===== src/core/motion_cfg_pkg.sv =====
// Shared constants, types and register map for the motion and tap interrupt block
package motion_cfg_pkg;

    // ----------------------------------------
    // Register indexes (byte address = 4 * index)
    // ----------------------------------------
    localparam logic [7:0] IDX_MOTION_DURATION = 8'h27;
    localparam logic [7:0] IDX_ANYMOTION_TH = 8'h28;
    localparam logic [7:0] IDX_STILLNESS_TH = 8'h29;
    localparam logic [7:0] IDX_TAP_TIMING = 8'h2a;
    localparam logic [7:0] IDX_TAP_SAMPLES_TH = 8'h2b;
    localparam logic [7:0] IDX_CONTROL = 8'h3c;
    localparam logic [7:0] IDX_STATUS = 8'h3d;
    localparam logic [7:0] IDX_MASK = 8'h3e;

    // ----------------------------------------
    // Reset values and writable bit masks
    // ----------------------------------------
    localparam logic [7:0] RST_MOTION_DURATION = 8'h00;
    localparam logic [7:0] RST_ANYMOTION_TH = 8'h14;
    localparam logic [7:0] RST_STILLNESS_TH = 8'h14;
    localparam logic [7:0] RST_TAP_TIMING = 8'h04;
    localparam logic [7:0] RST_TAP_SAMPLES_TH = 8'h0a;
    localparam logic [7:0] RST_CONTROL = 8'h00;
    localparam logic [7:0] RST_MASK = 8'h00;
    localparam logic [7:0] WMASK_TAP_TIMING = 8'hc7;
    localparam logic [7:0] WMASK_TAP_SAMPLES_TH = 8'hdf;
    localparam logic [7:0] WMASK_CONTROL = 8'h0f;
    localparam logic [7:0] WMASK_IRQ = 8'h0f;

    // ----------------------------------------
    // Field positions
    // ----------------------------------------
    localparam int CTRL_RANGE_LSB = 0;
    localparam int CTRL_NOMO_SEL = 2;
    localparam int CTRL_LOW_POWER = 3;
    localparam int ST_ANY = 0;
    localparam int ST_SLOW = 1;
    localparam int ST_SINGLE = 2;
    localparam int ST_DOUBLE = 3;
    localparam int TAP_QUIET_BIT = 7;
    localparam int TAP_SHOCK_BIT = 6;
    localparam int TAP_SAMP_LSB = 6;
    localparam int KNOCK_THRESHOLD_CODE_SHIFT = 4;

    // ----------------------------------------
    // Timing
    // ----------------------------------------
    localparam int CLK_PERIOD_NS = 10;
    localparam int MS_NS = 1000000;
    localparam int MS_CYCLES = MS_NS / CLK_PERIOD_NS;
    localparam int MS_PER_S = 1000;
    localparam logic [9:0] QUIET_LONG_MS = 10'h01e;
    localparam logic [9:0] QUIET_SHORT_MS = 10'h014;
    localparam logic [9:0] SHOCK_SHORT_MS = 10'h032;
    localparam logic [9:0] SHOCK_LONG_MS = 10'h04b;
    localparam logic [8:0] NOMO_MID_BASE_S = 9'h014;
    localparam logic [8:0] NOMO_HIGH_BASE_S = 9'h058;

    // ----------------------------------------
    // Types
    // ----------------------------------------
    typedef enum logic [1:0] {tap_idle, tap_shock, tap_quiet, tap_window} tap_state_e;

    typedef struct packed {
        logic valid;
        logic [11:0] mag;
    } sample_s;

endpackage


===== src/core/tick_divider.sv =====
// Enable-driven divider producing a one-cycle tick every period enables
`timescale 1ns/1ps
`default_nettype none
module tick_divider #(
    parameter int WIDTH = 17
) (
    input wire logic pclk,
    input wire logic presetn,
    input wire logic en,
    input wire logic [WIDTH-1:0] period,
    output logic tick
);
    logic [WIDTH-1:0] count;

    // ----------------------------------------
    // Counter
    // ----------------------------------------
    always_ff @(posedge pclk or negedge presetn)
    begin
        if (!presetn)
        begin
            count <= '0;
            tick <= 1'b0;
        end
        else
        begin
            tick <= 1'b0;
            if (en)
            begin
                if (count >= period - WIDTH'(1))
                begin
                    count <= '0;
                    tick <= 1'b1;
                end
                else
                begin
                    count <= count + WIDTH'(1);
                end
            end
        end
    end
endmodule
`default_nettype wire


===== src/core/motion_tap_interrupt_config.sv =====
// APB register bank and trigger logic for motion, stillness and tap interrupts
// Operation
// - Slow mode: interrupt after duration-bits-3:2 plus one samples above stillness threshold
// - No-motion mode: interrupt after no sample exceeds threshold for coded delay
// - Delay seconds: 00 low4+1; 01 low4*4+20; top bit low5*8+88
// - Any-motion interrupt after slope duration plus one samples above threshold
// - Any-motion threshold step 3.91 mg doubling per wider g-range
// - Stillness threshold step 3.91 mg doubling per wider g-range
// - Quiet-time bit picks 30 ms clear, 20 ms set
// - Shock-time bit picks 50 ms clear, 75 ms set
// - Double-tap window codes give 50 to 700 ms
// - After low-power wake-up tap engine processes 2, 4, 8 or 16 samples
// - Tap threshold step 62.5 mg doubling per wider g-range
`timescale 1ns/1ps
`default_nettype none
module motion_tap_interrupt_config #(
    parameter int MS_CYCLES = motion_cfg_pkg::MS_CYCLES,
    parameter int MS_PER_S = motion_cfg_pkg::MS_PER_S
) (
    input wire logic pclk,
    input wire logic presetn,
    input wire logic psel,
    input wire logic penable,
    input wire logic pwrite,
    input wire logic [11:0] paddr,
    input wire logic [31:0] pwdata,
    output logic [31:0] prdata,
    output logic pready,
    output logic pslverr,
    input wire motion_cfg_pkg::sample_s sample,
    input wire logic wake,
    output logic irq
);
    logic [7:0] motion_duration_config;
    logic [7:0] anymotion_threshold_config;
    logic [7:0] slow_nomotion_threshold_config;
    logic [7:0] tap_timing_config;
    logic [7:0] tap_samples_threshold_config;
    logic [7:0] control;
    logic [7:0] status;
    logic [7:0] mask;
    logic [7:0] event_set;
    logic [7:0] index;
    logic mapped;
    logic wr;
    logic [1:0] g_range;
    logic nomo_sel;
    logic [15:0] anymotion_threshold_code;
    logic [15:0] stillness_threshold_code;
    logic [15:0] knock_threshold_code;
    logic any_above;
    logic still_above;
    logic knock_above;
    logic [2:0] any_cnt;
    logic [2:0] slow_cnt;
    logic [8:0] nomo_secs;
    logic [8:0] nomo_limit;
    logic ms_tick;
    logic s_tick;
    motion_cfg_pkg::tap_state_e tap_state;
    motion_cfg_pkg::tap_state_e next_tap_state;
    logic [9:0] tap_timer;
    logic tap_second;
    logic [4:0] tap_budget;
    logic tap_sample;

    // ----------------------------------------
    // Decode helpers
    // ----------------------------------------
    function automatic logic [8:0] nomo_delay(input logic [5:0] code);
        logic [8:0] secs;
        secs = 9'h000;
        if (code[5])
            secs = {code[4:0], 3'h0} + motion_cfg_pkg::NOMO_HIGH_BASE_S;
        else if (code[4])
            secs = {3'h0, code[3:0], 2'h0} + motion_cfg_pkg::NOMO_MID_BASE_S;
        else
            secs = {5'h00, code[3:0]} + 9'h001;
        return secs;
    endfunction

    function automatic logic [9:0] tap_window_ms(input logic [2:0] code);
        logic [9:0] ms;
        ms = 10'h000;
        case (code)
            3'h0: ms = 10'h032;
            3'h1: ms = 10'h064;
            3'h2: ms = 10'h096;
            3'h3: ms = 10'h0c8;
            3'h4: ms = 10'h0fa;
            3'h5: ms = 10'h177;
            3'h6: ms = 10'h1f4;
            default: ms = 10'h2bc;
        endcase
        return ms;
    endfunction

    function automatic logic is_mapped(input logic [7:0] idx);
        return idx inside {motion_cfg_pkg::IDX_MOTION_DURATION, motion_cfg_pkg::IDX_ANYMOTION_TH,
            motion_cfg_pkg::IDX_STILLNESS_TH, motion_cfg_pkg::IDX_TAP_TIMING,
            motion_cfg_pkg::IDX_TAP_SAMPLES_TH, motion_cfg_pkg::IDX_CONTROL,
            motion_cfg_pkg::IDX_STATUS, motion_cfg_pkg::IDX_MASK};
    endfunction

    // ----------------------------------------
    // APB slave
    // ----------------------------------------
    assign index = paddr[9:2];
    assign mapped = (paddr[11:10] == 2'h0) && (paddr[1:0] == 2'h0) && is_mapped(index);
    assign wr = psel && penable && pwrite && mapped;
    assign pready = 1'b1;

    always_ff @(posedge pclk or negedge presetn)
    begin
        if (!presetn)
        begin
            prdata <= 32'h0000_0000;
            pslverr <= 1'b0;
        end
        else if (psel && !penable)
        begin
            pslverr <= !mapped;
            prdata <= 32'h0000_0000;
            if (mapped)
            begin
                unique case (index)
                    motion_cfg_pkg::IDX_MOTION_DURATION: prdata[7:0] <= motion_duration_config;
                    motion_cfg_pkg::IDX_ANYMOTION_TH: prdata[7:0] <= anymotion_threshold_config;
                    motion_cfg_pkg::IDX_STILLNESS_TH: prdata[7:0] <= slow_nomotion_threshold_config;
                    motion_cfg_pkg::IDX_TAP_TIMING: prdata[7:0] <= tap_timing_config;
                    motion_cfg_pkg::IDX_TAP_SAMPLES_TH: prdata[7:0] <= tap_samples_threshold_config;
                    motion_cfg_pkg::IDX_CONTROL: prdata[7:0] <= control;
                    motion_cfg_pkg::IDX_STATUS: prdata[7:0] <= status;
                    default: prdata[7:0] <= mask;
                endcase
            end
        end
    end

    always_ff @(posedge pclk or negedge presetn)
    begin
        if (!presetn)
        begin
            motion_duration_config <= motion_cfg_pkg::RST_MOTION_DURATION;
            anymotion_threshold_config <= motion_cfg_pkg::RST_ANYMOTION_TH;
            slow_nomotion_threshold_config <= motion_cfg_pkg::RST_STILLNESS_TH;
            tap_timing_config <= motion_cfg_pkg::RST_TAP_TIMING;
            tap_samples_threshold_config <= motion_cfg_pkg::RST_TAP_SAMPLES_TH;
            control <= motion_cfg_pkg::RST_CONTROL;
            mask <= motion_cfg_pkg::RST_MASK;
        end
        else if (wr)
        begin
            if (index == motion_cfg_pkg::IDX_MOTION_DURATION)
                motion_duration_config <= pwdata[7:0];
            if (index == motion_cfg_pkg::IDX_ANYMOTION_TH)
                anymotion_threshold_config <= pwdata[7:0];
            if (index == motion_cfg_pkg::IDX_STILLNESS_TH)
                slow_nomotion_threshold_config <= pwdata[7:0];
            if (index == motion_cfg_pkg::IDX_TAP_TIMING)
                tap_timing_config <= pwdata[7:0] & motion_cfg_pkg::WMASK_TAP_TIMING;
            if (index == motion_cfg_pkg::IDX_TAP_SAMPLES_TH)
                tap_samples_threshold_config <= pwdata[7:0] & motion_cfg_pkg::WMASK_TAP_SAMPLES_TH;
            if (index == motion_cfg_pkg::IDX_CONTROL)
                control <= pwdata[7:0] & motion_cfg_pkg::WMASK_CONTROL;
            if (index == motion_cfg_pkg::IDX_MASK)
                mask <= pwdata[7:0] & motion_cfg_pkg::WMASK_IRQ;
        end
    end

    // ----------------------------------------
    // Interrupt status, write one to clear, set wins
    // ----------------------------------------
    always_ff @(posedge pclk or negedge presetn)
    begin
        if (!presetn)
            status <= 8'h00;
        else if (wr && index == motion_cfg_pkg::IDX_STATUS)
            status <= (status & ~pwdata[7:0]) | event_set;
        else
            status <= status | event_set;
    end

    assign irq = |(status & mask);

    // ----------------------------------------
    // Range-scaled thresholds
    // ----------------------------------------
    assign g_range = control[motion_cfg_pkg::CTRL_RANGE_LSB +: 2];
    assign nomo_sel = control[motion_cfg_pkg::CTRL_NOMO_SEL];
    assign anymotion_threshold_code = {8'h00, anymotion_threshold_config} << g_range;
    assign stillness_threshold_code = {8'h00, slow_nomotion_threshold_config} << g_range;
    assign knock_threshold_code = {11'h000, tap_samples_threshold_config[4:0]}
        << (motion_cfg_pkg::KNOCK_THRESHOLD_CODE_SHIFT + int'(g_range));
    assign any_above = sample.valid && ({4'h0, sample.mag} > anymotion_threshold_code);
    assign still_above = sample.valid && ({4'h0, sample.mag} > stillness_threshold_code);
    assign knock_above = {4'h0, sample.mag} > knock_threshold_code;
    assign nomo_limit = nomo_delay(motion_duration_config[7:2]);

    tick_divider #(.WIDTH(32)) ms_div (
        .pclk(pclk),
        .presetn(presetn),
        .en(1'b1),
        .period(32'(MS_CYCLES)),
        .tick(ms_tick)
    );

    tick_divider #(.WIDTH(32)) s_div (
        .pclk(pclk),
        .presetn(presetn),
        .en(ms_tick),
        .period(32'(MS_PER_S)),
        .tick(s_tick)
    );

    // ----------------------------------------
    // Any-motion and slow/no-motion detectors
    // ----------------------------------------
    always_ff @(posedge pclk or negedge presetn)
    begin
        if (!presetn)
            any_cnt <= 3'h0;
        else if (sample.valid)
            any_cnt <= any_above ? ((any_cnt[2]) ? any_cnt : any_cnt + 3'h1) : 3'h0;
    end

    always_ff @(posedge pclk or negedge presetn)
    begin
        if (!presetn)
            slow_cnt <= 3'h0;
        else if (sample.valid)
            slow_cnt <= still_above ? ((slow_cnt[2]) ? slow_cnt : slow_cnt + 3'h1) : 3'h0;
    end

    always_ff @(posedge pclk or negedge presetn)
    begin
        if (!presetn)
            nomo_secs <= 9'h000;
        else if (still_above || !nomo_sel)
            nomo_secs <= 9'h000;
        else if (s_tick && nomo_secs <= nomo_limit)
            nomo_secs <= nomo_secs + 9'h001;
    end

    // ----------------------------------------
    // Tap engine
    // ----------------------------------------
    assign tap_sample = sample.valid
        && (!control[motion_cfg_pkg::CTRL_LOW_POWER] || tap_budget != 5'h00);

    always_ff @(posedge pclk or negedge presetn)
    begin
        if (!presetn)
            tap_budget <= 5'h00;
        else if (wake && control[motion_cfg_pkg::CTRL_LOW_POWER])
            tap_budget <= 5'h02 << tap_samples_threshold_config[motion_cfg_pkg::TAP_SAMP_LSB +: 2];
        else if (sample.valid && tap_budget != 5'h00)
            tap_budget <= tap_budget - 5'h01;
    end

    always_comb
    begin
        next_tap_state = tap_state;
        unique case (tap_state)
            motion_cfg_pkg::tap_idle:
                if (tap_sample && knock_above)
                    next_tap_state = motion_cfg_pkg::tap_shock;
            motion_cfg_pkg::tap_shock:
                if (ms_tick && tap_timer == 10'h000)
                    next_tap_state = tap_second ? motion_cfg_pkg::tap_idle : motion_cfg_pkg::tap_quiet;
            motion_cfg_pkg::tap_quiet:
                if (ms_tick && tap_timer == 10'h000)
                    next_tap_state = motion_cfg_pkg::tap_window;
            motion_cfg_pkg::tap_window:
                if (tap_sample && knock_above)
                    next_tap_state = motion_cfg_pkg::tap_shock;
                else if (ms_tick && tap_timer == 10'h000)
                    next_tap_state = motion_cfg_pkg::tap_idle;
        endcase
    end

    always_ff @(posedge pclk or negedge presetn)
    begin
        if (!presetn)
        begin
            tap_state <= motion_cfg_pkg::tap_idle;
            tap_timer <= 10'h000;
            tap_second <= 1'b0;
        end
        else
        begin
            tap_state <= next_tap_state;
            if (next_tap_state != tap_state)
            begin
                unique case (next_tap_state)
                    motion_cfg_pkg::tap_shock:
                        tap_timer <= tap_timing_config[motion_cfg_pkg::TAP_SHOCK_BIT]
                            ? motion_cfg_pkg::SHOCK_LONG_MS : motion_cfg_pkg::SHOCK_SHORT_MS;
                    motion_cfg_pkg::tap_quiet:
                        tap_timer <= tap_timing_config[motion_cfg_pkg::TAP_QUIET_BIT]
                            ? motion_cfg_pkg::QUIET_SHORT_MS : motion_cfg_pkg::QUIET_LONG_MS;
                    motion_cfg_pkg::tap_window:
                        tap_timer <= tap_window_ms(tap_timing_config[2:0]);
                    default:
                        tap_timer <= 10'h000;
                endcase
                tap_second <= (tap_state == motion_cfg_pkg::tap_window);
            end
            else if (ms_tick && tap_timer != 10'h000)
                tap_timer <= tap_timer - 10'h001;
        end
    end

    // ----------------------------------------
    // Event collection
    // ----------------------------------------
    always_comb
    begin
        event_set = 8'h00;
        event_set[motion_cfg_pkg::ST_ANY] = any_above && any_cnt == {1'b0, motion_duration_config[1:0]};
        event_set[motion_cfg_pkg::ST_SLOW] = nomo_sel
            ? (s_tick && !still_above && nomo_secs == nomo_limit - 9'h001)
            : (still_above && slow_cnt == {1'b0, motion_duration_config[3:2]});
        event_set[motion_cfg_pkg::ST_DOUBLE] = tap_state == motion_cfg_pkg::tap_window
            && tap_sample && knock_above;
        event_set[motion_cfg_pkg::ST_SINGLE] = tap_state == motion_cfg_pkg::tap_window
            && next_tap_state == motion_cfg_pkg::tap_idle;
    end

    // ----------------------------------------
    // Assertions
    // ----------------------------------------
    property p_any_fire;
        @(posedge pclk) disable iff (!presetn)
        (any_above && any_cnt == {1'b0, motion_duration_config[1:0]}) |=> status[motion_cfg_pkg::ST_ANY];
    endproperty
    a_any_fire: assert property (p_any_fire) else $error("any-motion not flagged");

    property p_slow_fire;
        @(posedge pclk) disable iff (!presetn)
        (!nomo_sel && still_above && slow_cnt == {1'b0, motion_duration_config[3:2]})
            |=> status[motion_cfg_pkg::ST_SLOW];
    endproperty
    a_slow_fire: assert property (p_slow_fire) else $error("slow-motion not flagged");

    property p_nomo_restart;
        @(posedge pclk) disable iff (!presetn)
        still_above |=> nomo_secs == 9'h000;
    endproperty
    a_nomo_restart: assert property (p_nomo_restart) else $error("stillness timer not restarted");

    property p_nomo_decode;
        @(posedge pclk) disable iff (!presetn)
        motion_duration_config[7:2] == 6'h21 |-> nomo_limit == 9'h060;
    endproperty
    a_nomo_decode: assert property (p_nomo_decode) else $error("delay decode wrong");

    property p_quiet_load;
        @(posedge pclk) disable iff (!presetn)
        (tap_state == motion_cfg_pkg::tap_shock && next_tap_state == motion_cfg_pkg::tap_quiet)
            |=> tap_timer == ($past(tap_timing_config[7]) ? 10'h014 : 10'h01e);
    endproperty
    a_quiet_load: assert property (p_quiet_load) else $error("quiet time wrong");

    property p_shock_load;
        @(posedge pclk) disable iff (!presetn)
        (tap_state == motion_cfg_pkg::tap_idle && tap_sample && knock_above)
            |=> tap_state == motion_cfg_pkg::tap_shock
            && tap_timer == ($past(tap_timing_config[6]) ? 10'h04b : 10'h032);
    endproperty
    a_shock_load: assert property (p_shock_load) else $error("shock time wrong");

    property p_window_load;
        @(posedge pclk) disable iff (!presetn)
        (tap_state == motion_cfg_pkg::tap_quiet && next_tap_state == motion_cfg_pkg::tap_window
            && tap_timing_config[2:0] == 3'h5) |=> tap_timer == 10'h177;
    endproperty
    a_window_load: assert property (p_window_load) else $error("tap window wrong");

    property p_budget_load;
        @(posedge pclk) disable iff (!presetn)
        (wake && control[3] && tap_samples_threshold_config[7:6] == 2'h3) |=> tap_budget == 5'h10;
    endproperty
    a_budget_load: assert property (p_budget_load) else $error("tap sample budget wrong");
endmodule
`default_nettype wire


===== config.mk =====
export PLATFORM = sky130hd
export DESIGN_NAME = motion_tap_interrupt_config
export DESIGN_NICKNAME = d
export VERILOG_FILES = /design/src/core/motion_cfg_pkg.sv /design/src/core/tick_divider.sv /design/src/core/motion_tap_interrupt_config.sv
export SDC_FILE = /design/constraint.sdc
export NUM_CORES = 1
export LEC_CHECK = 0
export BUFFER_PORTS_ARGS = -buffer_cell sky130_fd_sc_hd__buf_4
export CAP_MARGIN = 20
export CORE_MARGIN = 4
export CORE_UTILIZATION = 30
export DETAILED_ROUTE_END_ITERATION = 8
export HOLD_SLACK_MARGIN = 0.05
export RECOVER_POWER = 50
export SETUP_SLACK_MARGIN = 0.2
export SYNTH_ARGS = -nofsm -noshare
export SYNTH_HDL_FRONTEND = slang
export SYNTH_HIERARCHICAL = 1
export SYNTH_SLANG_ARGS = --single-unit

===== constraint.sdc =====
create_clock -name pclk -period 10.7 [get_ports pclk]
set_clock_uncertainty 0.05 [all_clocks]
set_input_delay 0 -clock pclk [delete_from_list [all_inputs] [get_ports pclk]]
set_output_delay 0 -clock pclk [all_outputs]
set_load 0.05 [all_outputs]

==> out/results.ini <==
[setup_path]
worstPathRequired_ns = 9.91
start_kind = input pin
worstPathMaxFanout = 96
startpoint = presetn
cp.arrival_ns = 5.58
reg2regPathDepth = 11
reg2reg_from = control[0]
end_kind = asynchronous set/reset pin
worstSetupPathType = input pin to asynchronous set/reset pin
timing.rr.end = tap_timer[1]
r2r_setup_slack_ns = 6.35

[clock_tree]
cts_resized = 0
clockRootBuffer = clkbuf_16
numClockSinks = 160
cts_tree = built
cts_buffer_depth = 2
htree_levels = 4
cts_made_buffers = 17
clk_pin_slew_ns = 0.07
worstSkewPairLatency_ns = 0.43

[die]
rows = 75
dieWidth_um = 214
initial_utilization = 0.303
ioPinCount = 98
core-area_um2 = 41900
die_height_um = 214
dieArea_um2 = 45700

[sta]
fin_ws_ns = 4.33
maxSlewHeadroom = -2.53
min_period_ns = 6.37
rsz0062_at_grt = false
fin_crit_sh = 0.595
fin_tns_setup_ns = 0
report.final.slew_viol_count = 97
fmax_mhz = 157
tightest_slew_ns = 5.29
fin_hold_ws_ns = 0.146
setup_viol = 0
hold_violations = 0

[logic_synthesis]
avgSynthCellArea_um2 = 8.89
synth_flop_cell = dfrtp_1
netlist_area_um2 = 12700
synth_edf_count = 0
synth_top_area_share = 0.301
netlist_instances = 1428
ys_top_cells_by_area = dfrtp_1 30%, ha_1 11%, xnor2_1 5.7%
ys_ff_latch = 160
yosysTopAreaCell = dfrtp_1
synth_cell_type_count = 84
synth_seq_area_share = 0.316
yosys_warnings = 6
async_flop_share = 1.00

[placement]
place_congestion = 0.841
place_inst = 2193
port-buffer-count = 48
placed_area_um2 = 14300
pre_cts_ws_ns = 6.18
detailed_place_hpwl_um = 23200

[worst_hold_path]
hold_class = input pin to register
hold_depth = 5
holdPathEnd = mask[2]
min_from = pwrite

[grt]
grt_usage = 0.132
grt_pass1_wl_um = 50300
antenna_found_initial = 0
grt_overflow = 0
grt_max_degree = 111
grt_pass1_vias = 10100

[power_and_ir_drop]
totalPowerFinal_mw = 1.63
power_density_nw_per_um2 = 108
p_leak_nw = 6.52
vdd_ir_drop_max_mv = 0.0921

[finish]
multi_input_area_um2 = 8980
instances_no_fill = 2244
layout_common_cells = 241 x conb_1, 153 x dfrtp_1, 140 x nor2_1
finish.instance_area_um2 = 15000
area_delta_synth_final_pct = 18.3
layout-drive-gt1-share = 0.108
final_common_cell = conb_1
finish.utilization = 0.358
nets = 1870
diodes = 0
ff_latch_area_um2 = 4010
n_fill_cell = 4228

[detailed_routing]
vias = 10700
ant_nets = 0
drtIter0Drc = 606
wl_per_cell_um = 13.5
first_pass_iters = 5
finalWirelength_um = 30200
drc = 0
vias_per_cell = 4.78

[status]
status = finished with violations
violations = capacitance limit, slew limit

[run]
maxCapViolations = 1

[state kept, by name, summed over array words and instances (netlist names), 4 cells and up]
signal,flops
ms_div/count,32
anymotion_threshold_config,8
tap_timing_config,5
mask,4
slow_nomotion_threshold_config,8
tap_timer,10
motion_duration_config,8
tap_budget,5
control,4
s_div/count,32
tap_samples_threshold_config,7
nomo_secs,9
prdata,8
status,8
[cells by family after synthesis]
kind of cell    share of synthesized area
compound gates                      0.127
xor+xnor                           0.0965
fa+ha+maj                           0.113
buf+inv                            0.0484
flops                               0.316
mux                                0.0722
other cells                      0.000591
simple gates                        0.226
[how the worst max path moves through the flow]
stage | endpoint | slack (ns)
final | slow_nomotion_threshold_config[7] | 4.33
after global routing | s_div/count[22] | 3.11
after CTS | tap_timer[3] | 6.18
after detailed placement | tap_timer[3] | 6.18
after global placement | tap_timer[3] | 6.23
after floorplan | tap_timer[3] | 7.10
[repair_timing]
action | 4_1_cts | 5_1_grt
hold buffers | 16 | 1
buffers inserted | 0 | 0
hold endpoints to repair | 177 | 14
setup endpoints to repair | 0 | 0
[final cells by class]
class | instances | area share
inverters | 60 | 0.0150
clock buffers | 19 | 0.0295
clock inverters | 13 | 0.0102
flip-flops and latches | 160 | 0.267
multi-input cells | 1380 | 0.597
repair buffers | 73 | 0.0361
well taps | 539 | 0.0449
[cells in the mapped netlist (10+ instances only)]
| cell type | count |
|---|---|
| a211oi_1 | 10 |
| a21oi_1 | 72 |
| a31oi_1 | 14 |
| and3_1 | 11 |
| buf_4 | 25 |
| clkbuf_1 | 28 |
| dfrtp_1 | 153 |
| ha_1 | 115 |
| inv_1 | 60 |
| mux2_2 | 57 |
| mux2i_1 | 23 |
| nand2_1 | 121 |
| nand2b_1 | 21 |
| nand3_1 | 63 |
| nand4_1 | 37 |
| nor2_1 | 140 |
| nor2b_1 | 11 |
| nor3_1 | 34 |
| nor4_1 | 17 |
| o21ai_0 | 59 |
| o22ai_1 | 15 |
| o31ai_1 | 10 |
| or2_2 | 12 |
| or3_1 | 14 |
| or4_1 | 15 |
| xnor2_1 | 82 |
| xor2_1 | 58 |
[critical path, stage by stage]
cell and delay (ns):
dlygate4sd3_1 0.52, dlygate4sd3_1 0.54, clkbuf_1 0.68, clkbuf_1 3.74
[per-layer routing]
| layer | global-route usage | vias up | routed length, µm |
|---|---|---|---|
| met3 | 0.0193 | 21 | 960 |
| met2 | 0.222 | 178 | 14600 |
| met4 | 0.0225 | 0 | 240 |
| li1 | - | 5428 | - |
| met5 | 0 | - | 0 |
| met1 | 0.184 | 5103 | 14400 |
[power breakdown]
group | switching (mW) | total [mW] | leakage (nW) | internal [mW]
logic | 0.175 | 0.301 | 4.23 | 0.126
clock network | 0.269 | 0.625 | 0.292 | 0.356
registers | 0.0559 | 0.704 | 2.00 | 0.648
Note: power is estimated with default switching activity, not from simulation.
